===== config.mk =====
export PLATFORM = sky130hd
export DESIGN_NAME = scan_primitives
export DESIGN_NICKNAME = d
export VERILOG_FILES = /design/src/logic/scan_pkg.sv /design/src/logic/scan_primitives.sv /design/src/logic/operand_compare.sv
export SDC_FILE = /design/constraint.sdc
export NUM_CORES = 1
export LEC_CHECK = 0
export BUFFER_PORTS_ARGS = -buffer_cell sky130_fd_sc_hd__buf_2
export CAP_MARGIN = 5
export CORE_MARGIN = 4
export CORE_UTILIZATION = 35
export DETAILED_ROUTE_END_ITERATION = 10
export SETUP_SLACK_MARGIN = 0.05
export SKIP_CTS_REPAIR_TIMING = 1
export SLEW_MARGIN = 40
export SYNTH_ARGS = -nofsm -noshare
export SYNTH_HDL_FRONTEND = slang
export SYNTH_SLANG_ARGS = --single-unit

===== constraint.sdc =====
create_clock -name CLK_I -period 1.7 [get_ports CLK_I]
set_input_delay 0.34 -clock CLK_I [delete_from_list [all_inputs] [get_ports CLK_I]]
set_output_delay 0.34 -clock CLK_I [all_outputs]
set_load 0.05 [all_outputs]

===== src/logic/scan_pkg.sv =====
// Purpose : shared constants and types for the scan-driven logic primitives
// Assumes : one 100 MHz clock, scan steps arrive as one-cycle enables
// Notes   : operand words are carried at the widest width, 32 bits

package scan_pkg;

	// ----------------------------------------------------------------
	// operand types and widths
	// ----------------------------------------------------------------
	typedef enum logic [2:0] {
		TRUTH_VALUE_TYPE   = 3'h0,
		SIGNED_WORD_TYPE   = 3'h1,
		SIGNED_LONG_TYPE   = 3'h2,
		UNSIGNED_WORD_TYPE = 3'h3,
		REAL_TYPE          = 3'h4
	} operand_type_e;

	localparam int OPERAND_W   = 32;
	localparam int WORD_W      = 16;
	localparam int REAL_SIGN_B = 31;
	localparam int MAX_OPERANDS = 5;
	localparam int MIN_OPERANDS = 2;
	localparam logic [2:0] MIN_OPERANDS_C = 3'h2;
	localparam logic [2:0] MAX_OPERANDS_C = 3'h5;

	// ----------------------------------------------------------------
	// reset values
	// ----------------------------------------------------------------
	localparam logic [OPERAND_W-1:0] VAR_CLEAR_VALUE = 32'h0000_0000;
	localparam logic                 TRUTH_FALSE     = 1'b0;

	// ----------------------------------------------------------------
	// scan sequencer states, one-hot
	// ----------------------------------------------------------------
	typedef enum logic [4:0] {
		ST_CLEAR   = 5'h01,
		ST_IDLE    = 5'h02,
		ST_EDGE    = 5'h04,
		ST_LATCH   = 5'h08,
		ST_COMPARE = 5'h10
	} scan_state_e;

	// ----------------------------------------------------------------
	// timing
	// ----------------------------------------------------------------
	localparam int CLK_PERIOD_PS = 10000;

endpackage : scan_pkg


===== src/logic/scan_primitives.sv =====
// Purpose : edge detectors, latches, comparators and variable store
//           evaluated once per program scan; the store is read every cycle and written on any cycle outside the clear sweep
// Assumes : SCAN_STEP_I is a one-cycle pulse, inputs stable for the scan
// Notes   : a scan takes three cycles: edges, latches, compares

`timescale 1ns/1ps
`default_nettype none

module scan_primitives
	import scan_pkg::*;
#(
	parameter int N_EDGE  = 2,
	parameter int N_LATCH = 2,
	parameter int N_VARS  = 16,
	parameter int VAR_AW  = 4
)(
	input  wire logic                      CLK_I,
	input  wire logic                      RSTN_I,
	input  wire logic                      SCAN_STEP_I,
	input  wire logic [N_EDGE-1:0]         FALL_CLK_I,
	input  wire logic [N_EDGE-1:0]         RISE_CLK_I,
	input  wire logic [N_LATCH-1:0]        LATCH_SET_I,
	input  wire logic [N_LATCH-1:0]        LATCH_RESET_I,
	input  wire logic [N_LATCH-1:0]        LOAD_SET_I,
	input  wire logic [N_LATCH-1:0]        LOAD_RESET_I,
	input  wire logic [N_LATCH-1:0]        LOAD_DATA_I,
	input  wire logic [N_LATCH-1:0]        LOAD_EN_I,
	input  wire operand_type_e             OPERAND_TYPE_I,
	input  wire logic [2:0]                OPERAND_COUNT_I,
	input  wire logic [MAX_OPERANDS*OPERAND_W-1:0] COMPARATOR_OPERANDS_I,
	input  wire logic                      VAR_WE_I,
	input  wire logic [VAR_AW-1:0]         VAR_ADDR_I,
	input  wire logic [OPERAND_W-1:0]      VAR_WDATA_I,
	input  wire logic                      VAR_RETAIN_I,
	output logic [N_EDGE-1:0]              FALL_OUT_O,
	output logic [N_EDGE-1:0]              RISE_OUT_O,
	output logic [N_LATCH-1:0]             LATCH_OUT_O,
	output logic [N_LATCH-1:0]             LOAD_OUT_O,
	output logic                           EQUAL_OUT_O,
	output logic                           GE_OUT_O,
	output logic                           GT_OUT_O,
	output logic                           SCAN_DONE_O,
	output logic                           BUSY_O,
	output logic [OPERAND_W-1:0]           VAR_RDATA_O
);

	// ----------------------------------------------------------------
	// reset release
	// ----------------------------------------------------------------
	// two flops so every process leaves reset on one clean edge; the
	// raw pin still asserts reset at once
	logic rst_meta;
	logic rst_n;

	always_ff @(posedge CLK_I or negedge RSTN_I) begin
		if (!RSTN_I) begin
			rst_meta <= 1'b0;
			rst_n    <= 1'b0;
		end else begin
			rst_meta <= 1'b1;
			rst_n    <= rst_meta;
		end
	end

	// ----------------------------------------------------------------
	// scan sequencer
	// ----------------------------------------------------------------
	// stages run in layout order; later stages see the results of
	// earlier ones within the same scan
	scan_state_e          state;
	scan_state_e          next_state;
	logic [VAR_AW-1:0]    clear_addr;
	logic                 clear_last;

	assign clear_last = (clear_addr == VAR_AW'(N_VARS - 1));

	// ----------------------------------------------------------------
	// stage strobes
	// ----------------------------------------------------------------
	// one decode of the one-hot state per stage; inputs are read only
	// while the owning strobe is high, so changes between scans are
	// ignored
	logic clear_stage;
	logic edge_stage;
	logic latch_stage;
	logic compare_stage;

	assign clear_stage   = (state == ST_CLEAR);
	assign edge_stage    = (state == ST_EDGE);
	assign latch_stage   = (state == ST_LATCH);
	assign compare_stage = (state == ST_COMPARE);

	always_comb begin
		case (state)
			ST_CLEAR:   next_state = clear_last ? ST_IDLE : ST_CLEAR;
			ST_IDLE:    next_state = SCAN_STEP_I ? ST_EDGE : ST_IDLE;
			ST_EDGE:    next_state = ST_LATCH;
			ST_LATCH:   next_state = ST_COMPARE;
			ST_COMPARE: next_state = ST_IDLE;
			default:    next_state = ST_IDLE;
		endcase
	end

	always_ff @(posedge CLK_I or negedge rst_n) begin
		if (!rst_n) begin
			state <= ST_CLEAR;
		end else begin
			state <= next_state;
		end
	end

	always_ff @(posedge CLK_I or negedge rst_n) begin
		if (!rst_n) begin
			SCAN_DONE_O <= 1'b0;
			BUSY_O      <= 1'b1;
		end else begin
			// busy follows the next state, so it is high in the cycle
			// after a step is taken and drops in the cycle that done rises
			SCAN_DONE_O <= compare_stage;
			BUSY_O      <= (next_state != ST_IDLE);
		end
	end

	// ----------------------------------------------------------------
	// edge detectors
	// ----------------------------------------------------------------
	// outputs load in the edge stage only, so a detected edge stands
	// for exactly one scan and clears on the next one
	logic [N_EDGE-1:0] fall_prev;
	logic [N_EDGE-1:0] rise_prev;

	always_ff @(posedge CLK_I or negedge rst_n) begin
		if (!rst_n) begin
			fall_prev  <= '0;
			rise_prev  <= '0;
			FALL_OUT_O <= '0;
			RISE_OUT_O <= '0;
		end else if (edge_stage) begin
			fall_prev  <= FALL_CLK_I;
			rise_prev  <= RISE_CLK_I;
			FALL_OUT_O <= fall_prev & ~FALL_CLK_I;
			RISE_OUT_O <= ~rise_prev & RISE_CLK_I;
		end
	end

	// ----------------------------------------------------------------
	// latches
	// ----------------------------------------------------------------
	// reset-dominant decode shared by both latch kinds, so the loadable
	// one with load low cannot drift from the plain one
	function automatic logic latch_next(
		input logic set,
		input logic reset,
		input logic last
	);
		if (reset) begin
			return 1'b0;
		end
		if (set) begin
			return 1'b1;
		end
		return last;
	endfunction : latch_next

	genvar gi;
	generate
		for (gi = 0; gi < N_LATCH; gi++) begin : g_latch
			always_ff @(posedge CLK_I or negedge rst_n) begin
				if (!rst_n) begin
					LATCH_OUT_O[gi] <= TRUTH_FALSE;
				end else if (latch_stage) begin
					LATCH_OUT_O[gi] <= latch_next(LATCH_SET_I[gi],
						LATCH_RESET_I[gi], LATCH_OUT_O[gi]);
				end
			end

			always_ff @(posedge CLK_I or negedge rst_n) begin
				if (!rst_n) begin
					LOAD_OUT_O[gi] <= TRUTH_FALSE;
				end else if (latch_stage) begin
					if (LOAD_RESET_I[gi]) begin
						LOAD_OUT_O[gi] <= 1'b0;
					end else if (LOAD_EN_I[gi]) begin
						LOAD_OUT_O[gi] <= LOAD_DATA_I[gi];
					end else begin
						LOAD_OUT_O[gi] <= latch_next(LOAD_SET_I[gi],
							LOAD_RESET_I[gi], LOAD_OUT_O[gi]);
					end
				end
			end
		end
	endgenerate

	// ----------------------------------------------------------------
	// comparators
	// ----------------------------------------------------------------
	// each operand is compared with the first; equality of all follows
	// from equality of each with the first
	logic [MAX_OPERANDS-1:1] pair_equal;
	logic [MAX_OPERANDS-1:1] pair_greater;
	logic [2:0]              op_count;
	logic                    all_equal;

	// a count outside two to five is clamped rather than refused, so a
	// bad count can never reach past the operand lanes
	always_comb begin
		if (OPERAND_COUNT_I < MIN_OPERANDS_C) begin
			op_count = MIN_OPERANDS_C;
		end else if (OPERAND_COUNT_I > MAX_OPERANDS_C) begin
			op_count = MAX_OPERANDS_C;
		end else begin
			op_count = OPERAND_COUNT_I;
		end
	end

	generate
		for (gi = 1; gi < MAX_OPERANDS; gi++) begin : g_cmp
			operand_compare u_cmp (
				.a_i       (COMPARATOR_OPERANDS_I[OPERAND_W-1:0]),
				.b_i       (COMPARATOR_OPERANDS_I[gi*OPERAND_W +: OPERAND_W]),
				.type_i    (OPERAND_TYPE_I),
				.equal_o   (pair_equal[gi]),
				.greater_o (pair_greater[gi])
			);
		end
	endgenerate

	always_comb begin
		all_equal = 1'b1;
		for (int k = 1; k < MAX_OPERANDS; k++) begin
			if (k < int'(op_count) && !pair_equal[k]) begin
				all_equal = 1'b0;
			end
		end
	end

	always_ff @(posedge CLK_I or negedge rst_n) begin
		if (!rst_n) begin
			EQUAL_OUT_O <= 1'b0;
			GE_OUT_O    <= 1'b0;
			GT_OUT_O    <= 1'b0;
		end else if (compare_stage) begin
			EQUAL_OUT_O <= all_equal;
			GE_OUT_O    <= pair_greater[1] | pair_equal[1];
			GT_OUT_O    <= pair_greater[1];
		end
	end

	// ----------------------------------------------------------------
	// variable store
	// ----------------------------------------------------------------
	// words and retain flags have no reset so they survive a reset
	// the sweep after release clears only unflagged words.
	// limitation: flags start unknown in simulation until first written
	logic [OPERAND_W-1:0] var_mem [N_VARS];
	logic [N_VARS-1:0]    var_retain;

	always_ff @(posedge CLK_I or negedge rst_n) begin
		if (!rst_n) begin
			clear_addr <= '0;
		end else if (clear_stage && !clear_last) begin
			clear_addr <= clear_addr + 1'b1;
		end
	end

	always_ff @(posedge CLK_I) begin
		if (clear_stage) begin
			if (!var_retain[clear_addr]) begin
				var_mem[clear_addr] <= VAR_CLEAR_VALUE;
			end
		end else if (VAR_WE_I) begin
			var_mem[VAR_ADDR_I]    <= VAR_WDATA_I;
			var_retain[VAR_ADDR_I] <= VAR_RETAIN_I;
		end
	end

	always_ff @(posedge CLK_I or negedge rst_n) begin
		if (!rst_n) begin
			VAR_RDATA_O <= '0;
		end else begin
			VAR_RDATA_O <= var_mem[VAR_ADDR_I];
		end
	end

endmodule : scan_primitives

`default_nettype wire


===== src/logic/operand_compare.sv =====
// Purpose : compares two operands of one type, giving equal and greater
// Assumes : both operands share the type given (the program converts)
// Notes   : real compare ignores not-a-number codes; +0 and -0 are equal

`timescale 1ns/1ps
`default_nettype none

module operand_compare
	import scan_pkg::*;
(
	input  wire logic [OPERAND_W-1:0] a_i,
	input  wire logic [OPERAND_W-1:0] b_i,
	input  wire operand_type_e        type_i,
	output logic                      equal_o,
	output logic                      greater_o
);

	// ----------------------------------------------------------------
	// real ordering key
	// ----------------------------------------------------------------
	// flipping the bits of negatives and setting the top bit of positives
	// makes an unsigned compare follow the numeric order of single-precision values
	function automatic logic [OPERAND_W-1:0] real_key(
		input logic [OPERAND_W-1:0] v
	);
		logic [OPERAND_W-1:0] k;
		k = v;
		if (v[REAL_SIGN_B - 1:0] == '0) begin
			k = 32'h8000_0000;
		end else if (v[REAL_SIGN_B]) begin
			k = ~v;
		end else begin
			k = v | 32'h8000_0000;
		end
		return k;
	endfunction : real_key

	logic [OPERAND_W-1:0] key_a;
	logic [OPERAND_W-1:0] key_b;

	assign key_a = real_key(a_i);
	assign key_b = real_key(b_i);

	// ----------------------------------------------------------------
	// per-type compare
	// ----------------------------------------------------------------
	always_comb begin
		case (type_i)
			TRUTH_VALUE_TYPE: begin
				equal_o   = (a_i[0] == b_i[0]);
				greater_o = a_i[0] & ~b_i[0];
			end
			SIGNED_WORD_TYPE: begin
				equal_o   = (a_i[WORD_W-1:0] == b_i[WORD_W-1:0]);
				greater_o = $signed(a_i[WORD_W-1:0]) > $signed(b_i[WORD_W-1:0]);
			end
			SIGNED_LONG_TYPE: begin
				equal_o   = (a_i == b_i);
				greater_o = $signed(a_i) > $signed(b_i);
			end
			UNSIGNED_WORD_TYPE: begin
				equal_o   = (a_i[WORD_W-1:0] == b_i[WORD_W-1:0]);
				greater_o = a_i[WORD_W-1:0] > b_i[WORD_W-1:0];
			end
			REAL_TYPE: begin
				equal_o   = (key_a == key_b);
				greater_o = key_a > key_b;
			end
			default: begin
				equal_o   = 1'b0;
				greater_o = 1'b0;
			end
		endcase
	end

endmodule : operand_compare

`default_nettype wire


==> results_dict.tcl, run 1 <==
set metrics [dict create \
    design_area_um2 43100 \
    met1Wirelength_mm 48.7 \
    hold_viol 0 \
    rsz0062_at_grt "yes" \
    fillCellCount 7438 \
    drt-total-wl_mm 133 \
    hpwl_mm 86.0 \
    peakVddDrop_uv 1320 \
    min_from "SCAN_STEP_I" \
    synth-adder-area-share_pct 2.68 \
    reg2reg_from "clear_addr[0]$_DFFE_PN0P_" \
    synth_cell_type_count 88 \
    antenna_found_initial 3 \
    endpoint_kind "flop" \
    root_buffer "clkbuf_16" \
    fp-row-count 108 \
    synth_top_family_by_area "multiplexers" \
    core_area_um2 87000 \
    hold_class "input port to flop" \
    cts_buffer_depth 3 \
    synth_area_um2 30800 \
    nNetsFinal 3429 \
    grt_usage_pct 24.5 \
    min_period_ns 3.42 \
    dp_slack_ns -2.62 \
    wl_met3_mm 11.6 \
    clock-sinks 588 \
    synth_compound_area_share_pct 9.58 \
    worstSetupPathType "input port to flop" \
    drtPass1Iterations 6 \
    synth_xor_xnor_area_share_pct 5.17 \
    synth_edf_count 528 \
    fin_skew_ns 0.0751 \
    ys_warn_count 0 \
    top_layer "met4" \
    hold_slack_ns 0.00886 \
    layout-drive-gt1-share_pct 43.1 \
    grt_pass1_vias 24300 \
    ys_seq_area_share_pct 56.3 \
    synthSimpleGateAreaFrac_pct 10.3 \
    post-route-period-util_pct 201 \
    met2WireLength_mm 64.2 \
    synth.area.mux_share_pct 12.5 \
    grt-ovfl-total 0 \
    initial_core_util_pct 35.4 \
    crit_start "COMPARATOR_OPERANDS_I[12]" \
    clk_latency_ns 0.65 \
    async_reset_ff_share_pct 10.2 \
    power_density_nw_per_um2 858 \
    ys_seq_elements 588 \
    die_area_um2 92900 \
    routabilityCongestion 1.00 \
    path_max_fanout 4 \
    placed_area_um2 37800 \
    final-setup-viol-count 1050 \
    vias 25800 \
    fmax_ghz 0.292 \
    drtIter0Drc 3051 \
    io_pins 268 \
    htree_levels 2 \
    crit_arrival_ns 3.98 \
    syn-instance-count 2296 \
    syn_area_per_cell_um2 13.4 \
    area_growth_pct 39.8 \
    critPathRequiredTime_ns 2.26 \
    p_leak_nw 17.0 \
    vias_per_cell 5.93 \
    port_buffers 267 \
    drc 0 \
    ant_nets 0 \
    outcome "finished, violations left" \
    fp.dieW_um 305 \
    grt_max_degree 51 \
    timing.final.ws_setup_ns -1.72 \
    slew_headroom_pct 51.7 \
    wl_per_cell_um 30.5 \
    cts_made_buffers 58 \
    syn-num-nets 2585 \
    slew_violations 0 \
    startpoint_type "input port" \
    violations "negative setup slack" \
    die_h_um 305 \
    synth_ff_type "edfxtp_1" \
    power_w 0.0369 \
    worst_slew_pin_slew_ns 0.706 \
    cap_violations 0 \
    grt_pass1_wl_mm 168 \
    path_clk_slew_ns 0.08 \
    tritoncts "done" \
]
-- final timing paths --
kind	cells after the start	end	slack (ns)
worst min-delay path	3	state[2]$_DFF_PN0_	0.009
worst min register to register	0	VAR_RDATA_O[31]$_DFF_PN0_	0.17
max in group asynchronous	1	BUSY_O$_DFF_PN1_	0.88
worst max-delay path	17	EQUAL_OUT_O$_DFFE_PN0P_	-1.72
min in group asynchronous	2	rst_n$_DFF_PN0_	0.09
worst max register to register	8	var_mem[7][24]$_DFFE_PP_	-1.20
-- synthesized netlist by cell type (19+ instances only) --
cell,instances,share of area [%]
nor2b_1,27,0.55
a21o_1,19,0.46
xor2_1,80,2.3
o22ai_1,24,0.49
xnor2_1,100,2.8
nand4_1,47,0.95
and3_1,46,0.93
a21oi_1,62,1.0
nor2_1,111,1.4
nand2_1,137,1.7
nand2b_1,20,0.41
dfrtp_1,58,4.7
a221oi_1,22,0.63
inv_1,92,1.1
clkbuf_1,121,1.5
nor3_1,53,0.86
buf_1,32,0.39
nand3_1,31,0.50
mux4_2,165,12
nor4_1,52,1.1
edfxtp_1,528,51
o21ai_0,79,1.3
a31oi_1,40,0.81
ha_1,66,2.7
-- registers in the layout, indices dropped and copies added (netlist names) --
register	count
rise_prev	2
var_retain	16
VAR_RDATA_O	32
GE_OUT_O	1
LATCH_OUT_O	2
EQUAL_OUT_O	1
RISE_OUT_O	2
BUSY_O	1
LOAD_OUT_O	2
clear_addr	4
SCAN_DONE_O	1
var_mem	512
FALL_OUT_O	2
rst_n	1
fall_prev	2
rst_meta	1
GT_OUT_O	1
state	5
-- placed cells by master, fill, tap and decap left out, drive strengths merged, types with 62 or more instances in the layout --
cell    Yosys  final
mux4      165    165
buf        50    879
inv        96     99
o21ai      79     79
edfxtp    528    528
nand2     137    137
xnor2     100    100
ha         66     66
nor2      111    111
a21oi      62     62
clkbuf    123    108
and3       46     78
xor2       81     81
-- logic make-up (layout without fill, tap and decap cells) --
logic type	count (synthesis)	in the layout
AND/OR/NAND/NOR	596	628
adder cells (fa/ha/maj)	66	66
XOR/XNOR	181	181
AO/OA/AOI/OAI	414	414
flip-flops	588	588
multiplexers	180	180
other	1	3
buffers and inverters	270	1130
-- per-stage QoR --
| step | instances | util (%) | setup TNS, ns |
|---|---|---|---|
| 2_1_floorplan | 2296 | - | -595.67 |
| 3_3_place_gp | 4084 | 43.4 | -821.42 |
| 3_5_place_dp | 4084 | 43.4 | -840.05 |
| 4_1_cts | 4192 | 45.7 | -814.78 |
| 5_1_grt | 4343 | 49.5 | -718.35 |
| 6_report | 4345 | 49.5 | -660.43 |
-- layer usage --
metal | GRT usage (%) | vias up
li1 | - | 10800
met1 | 31.5 | 13000
met2 | 40.6 | 1598
met3 | 4.06 | 363
met4 | 11.8 | 0
met5 | 0 | -
-- power breakdown --
part	total, W	switching, W	leakage [nW]	internal, W
logic	0.00747	0.00444	9.81	0.00303
registers	0.0162	0.000175	6.25	0.0161
clock network	0.0132	0.00559	0.958	0.00765
-- layout make-up --
type / instances / area, um2 / share of cell area [%]
multi-input cells: 1470 / 13700 / 31.7
diodes: 2 / 5.00 / 0.0116
well taps: 1155 / 1450 / 3.35
flip-flops and latches: 588 / 17400 / 40.3
clock inverters: 39 / 447 / 1.04
repair buffers: 925 / 8270 / 19.2
inverters: 97 / 364 / 0.845
clock buffers: 69 / 1520 / 3.54
-- worst max-delay path, stage by stage --
cell and delay [ns]:
buf_6 0.10, nor4_4 0.40, nand4_4 0.23, buf_4 0.21, o31ai_4 0.24, inv_1 0.08
ha_1 0.28, nand4_1 0.20, nor4_2 0.25, nand4_1 0.16, nor2_1 0.15, o21ai_2 0.11
or4b_1 0.47, a2111o_1 0.31, nor4_2 0.14, a31oi_1 0.14, a211oi_2 0.18
No activity file was read; power rests on OpenSTA's default activity.
==> run 2: changes to the inputs <==
Settings changed: PLACE_DENSITY from default to 0.49.
==> run 2 against run 1 <==
The run still ends with negative setup slack left. Setup slack got worse by 0.28 ns. Total power decreased by 0.88%. Fmax down 7.6%. Global-route usage is 1.5 points higher. Non-clock buffer count fell by 21. Clock skew decreased by 0.023 ns. Critical path depth grew 1. Combinational power shrank 2.8%. Worst hold slack worse by 0.0016 ns. Wire length increased by 0.37%. Design area fell by 2.5%. Critical endpoint unchanged.
==> results_dict.tcl, run 2 (same netlist as run 1, synthesis figures left out) <==
set metrics [dict create \
    clock-sinks 588 \
    layout-drive-gt1-share_pct 40.3 \
    slew_violations 0 \
    drc 0 \
    vias 24600 \
    drtIter0Drc 2694 \
    fin_skew_ns 0.0525 \
    path_max_fanout 9 \
    hold_path_depth 3 \
    top_register "var_mem" \
    final-setup-viol-count 1052 \
    final_common_cell "edfxtp_1" \
    nNetsFinal 3378 \
    vias_per_cell 5.73 \
    grt-ovfl-total 0 \
    rsz0062_at_grt "yes" \
    final_cell_mix "edfxtp_1, buf_4, buf_2, mux4_2, nand2_1" \
    power_w 0.0366 \
    drt-total-wl_mm 133 \
    fp.dieW_um 305 \
    grt_pass1_wl_mm 176 \
    initial_core_util_pct 35.4 \
    power_density_nw_per_um2 872 \
    timing.final.ws_setup_ns -2.00 \
    endpoint_kind "flop" \
    min_to "LATCH_OUT_O[0]$_DFFE_PN0P_" \
    cap_violations 0 \
    r2r-end "var_mem[7][5]$_DFFE_PP_" \
    wl_per_cell_um 31.0 \
    grt_usage_pct 26.0 \
    dp.cells 4096 \
    clk_latency_ns 0.63 \
    io_pins 268 \
    hpwl_mm 90.0 \
    slew_headroom_pct 49.9 \
    path_clk_slew_ns 0.07 \
    min_from "LATCH_SET_I[0]" \
    fmax_ghz 0.270 \
    reg2reg_depth 8 \
    post-route-period-util_pct 218 \
    hold_viol 0 \
    grt_max_degree 51 \
    startpoint_type "input port" \
    die_h_um 305 \
    grt_pass1_vias 24600 \
    drtPass1Iterations 6 \
    hold_class "input port to flop" \
    port_buffers 267 \
    crit_arrival_ns 4.23 \
    reg_top3 "var_mem x512, VAR_RDATA_O x32, var_retain x16" \
    routabilityCongestion 1.01 \
    root_buffer "clkbuf_16" \
    antenna_found_initial 7 \
    reg2reg_from "clear_addr[0]$_DFFE_PN0P_" \
    min_period_ns 3.70 \
    tritoncts "done" \
    outcome "finished, violations left" \
    area_growth_pct 36.2 \
    cts_made_buffers 57 \
    worstSetupPathType "input port to flop" \
    fp-row-count 108 \
    ant_nets 0 \
    htree_levels 2 \
    core_area_um2 87000 \
    placed_area_um2 37800 \
    design_area_um2 42000 \
    largest_reg_flops 512 \
    cts_buffer_depth 3 \
    critPathRequiredTime_ns 2.23 \
    instances_no_fill 4297 \
    die_area_um2 92900 \
    setup-tns-final_ns -687.95 \
    worst_slew_pin_slew_ns 0.746 \
    p_leak_nw 16.7 \
    peakVddDrop_uv 1090 \
    r2r_slack_ns -1.23 \
    violations "negative setup slack" \
]
run 2: how the worst max path moves through the flow:
stage / from / to / slack (ns) / cells after the start
5_1_grt: COMPARATOR_OPERANDS_I[41] / EQUAL_OUT_O$_DFFE_PN0P_ / -2.11 / 19
6_report: COMPARATOR_OPERANDS_I[3] / EQUAL_OUT_O$_DFFE_PN0P_ / -2.00 / 18
2_1_floorplan: COMPARATOR_OPERANDS_I[10] / EQUAL_OUT_O$_DFFE_PN0P_ / -2.32 / 17
3_3_place_gp: COMPARATOR_OPERANDS_I[40] / EQUAL_OUT_O$_DFFE_PN0P_ / -2.85 / 19
3_5_place_dp: COMPARATOR_OPERANDS_I[40] / EQUAL_OUT_O$_DFFE_PN0P_ / -2.93 / 18
4_1_cts: COMPARATOR_OPERANDS_I[40] / EQUAL_OUT_O$_DFFE_PN0P_ / -2.30 / 18
run 2: area by class of cell:
type                    instances  area [um2]
diodes                          4        10.0
clock buffers                  71        1550
clock inverters                37         429
fillers                      7720       45000
inverters                      97         364
multi-input cells            1441       13000
flip-flops and latches        588       17400
well taps                    1155        1450
repair buffers                904        7860
run 2: worst max-delay path, stage by stage:
cell and delay, ns:
buf_2 0.16, nor4_4 0.28, buf_4 0.18, buf_4 0.11, and4_1 0.25, buf_6 0.16, a31oi_2 0.13, ha_1 0.32
nand4_1 0.18, nor4_2 0.35, nand4_1 0.17, nor2_1 0.15, o21ai_2 0.08, or4b_1 0.53, a2111o_1 0.38, nor4_2 0.14
a31oi_1 0.14, a211oi_2 0.17
run 2: report_power, final:
group | switching [W] | internal, W | total, W | leakage [nW]
clock | 0.00556 | 0.00760 | 0.0132 | 0.963
combinational | 0.00441 | 0.00285 | 0.00726 | 9.46
sequential | 0.000144 | 0.0161 | 0.0162 | 6.25
run 2: per-layer routing:
layer | vias up | GRT usage, % | part of all wire [%]
met5 | - | 0 | 0
met4 | 0 | 11.7 | 5.8
met3 | 307 | 3.49 | 6.3
met2 | 1187 | 44.9 | 50
met1 | 12500 | 32.7 | 38
li1 | 10600 | - | -
run 2: through the flow:
stage / utilization [%] / hold slack, ns / setup WS [ns]
after floorplan: - / 0.0444 / -2.32
after global placement: 43.4 / 0.125 / -2.85
after detailed placement: 43.4 / 0.128 / -2.93
after CTS: 45.7 / -0.545 / -2.30
after global routing: 48.2 / 0.00159 / -2.11
final: 48.2 / 0.00730 / -2.00
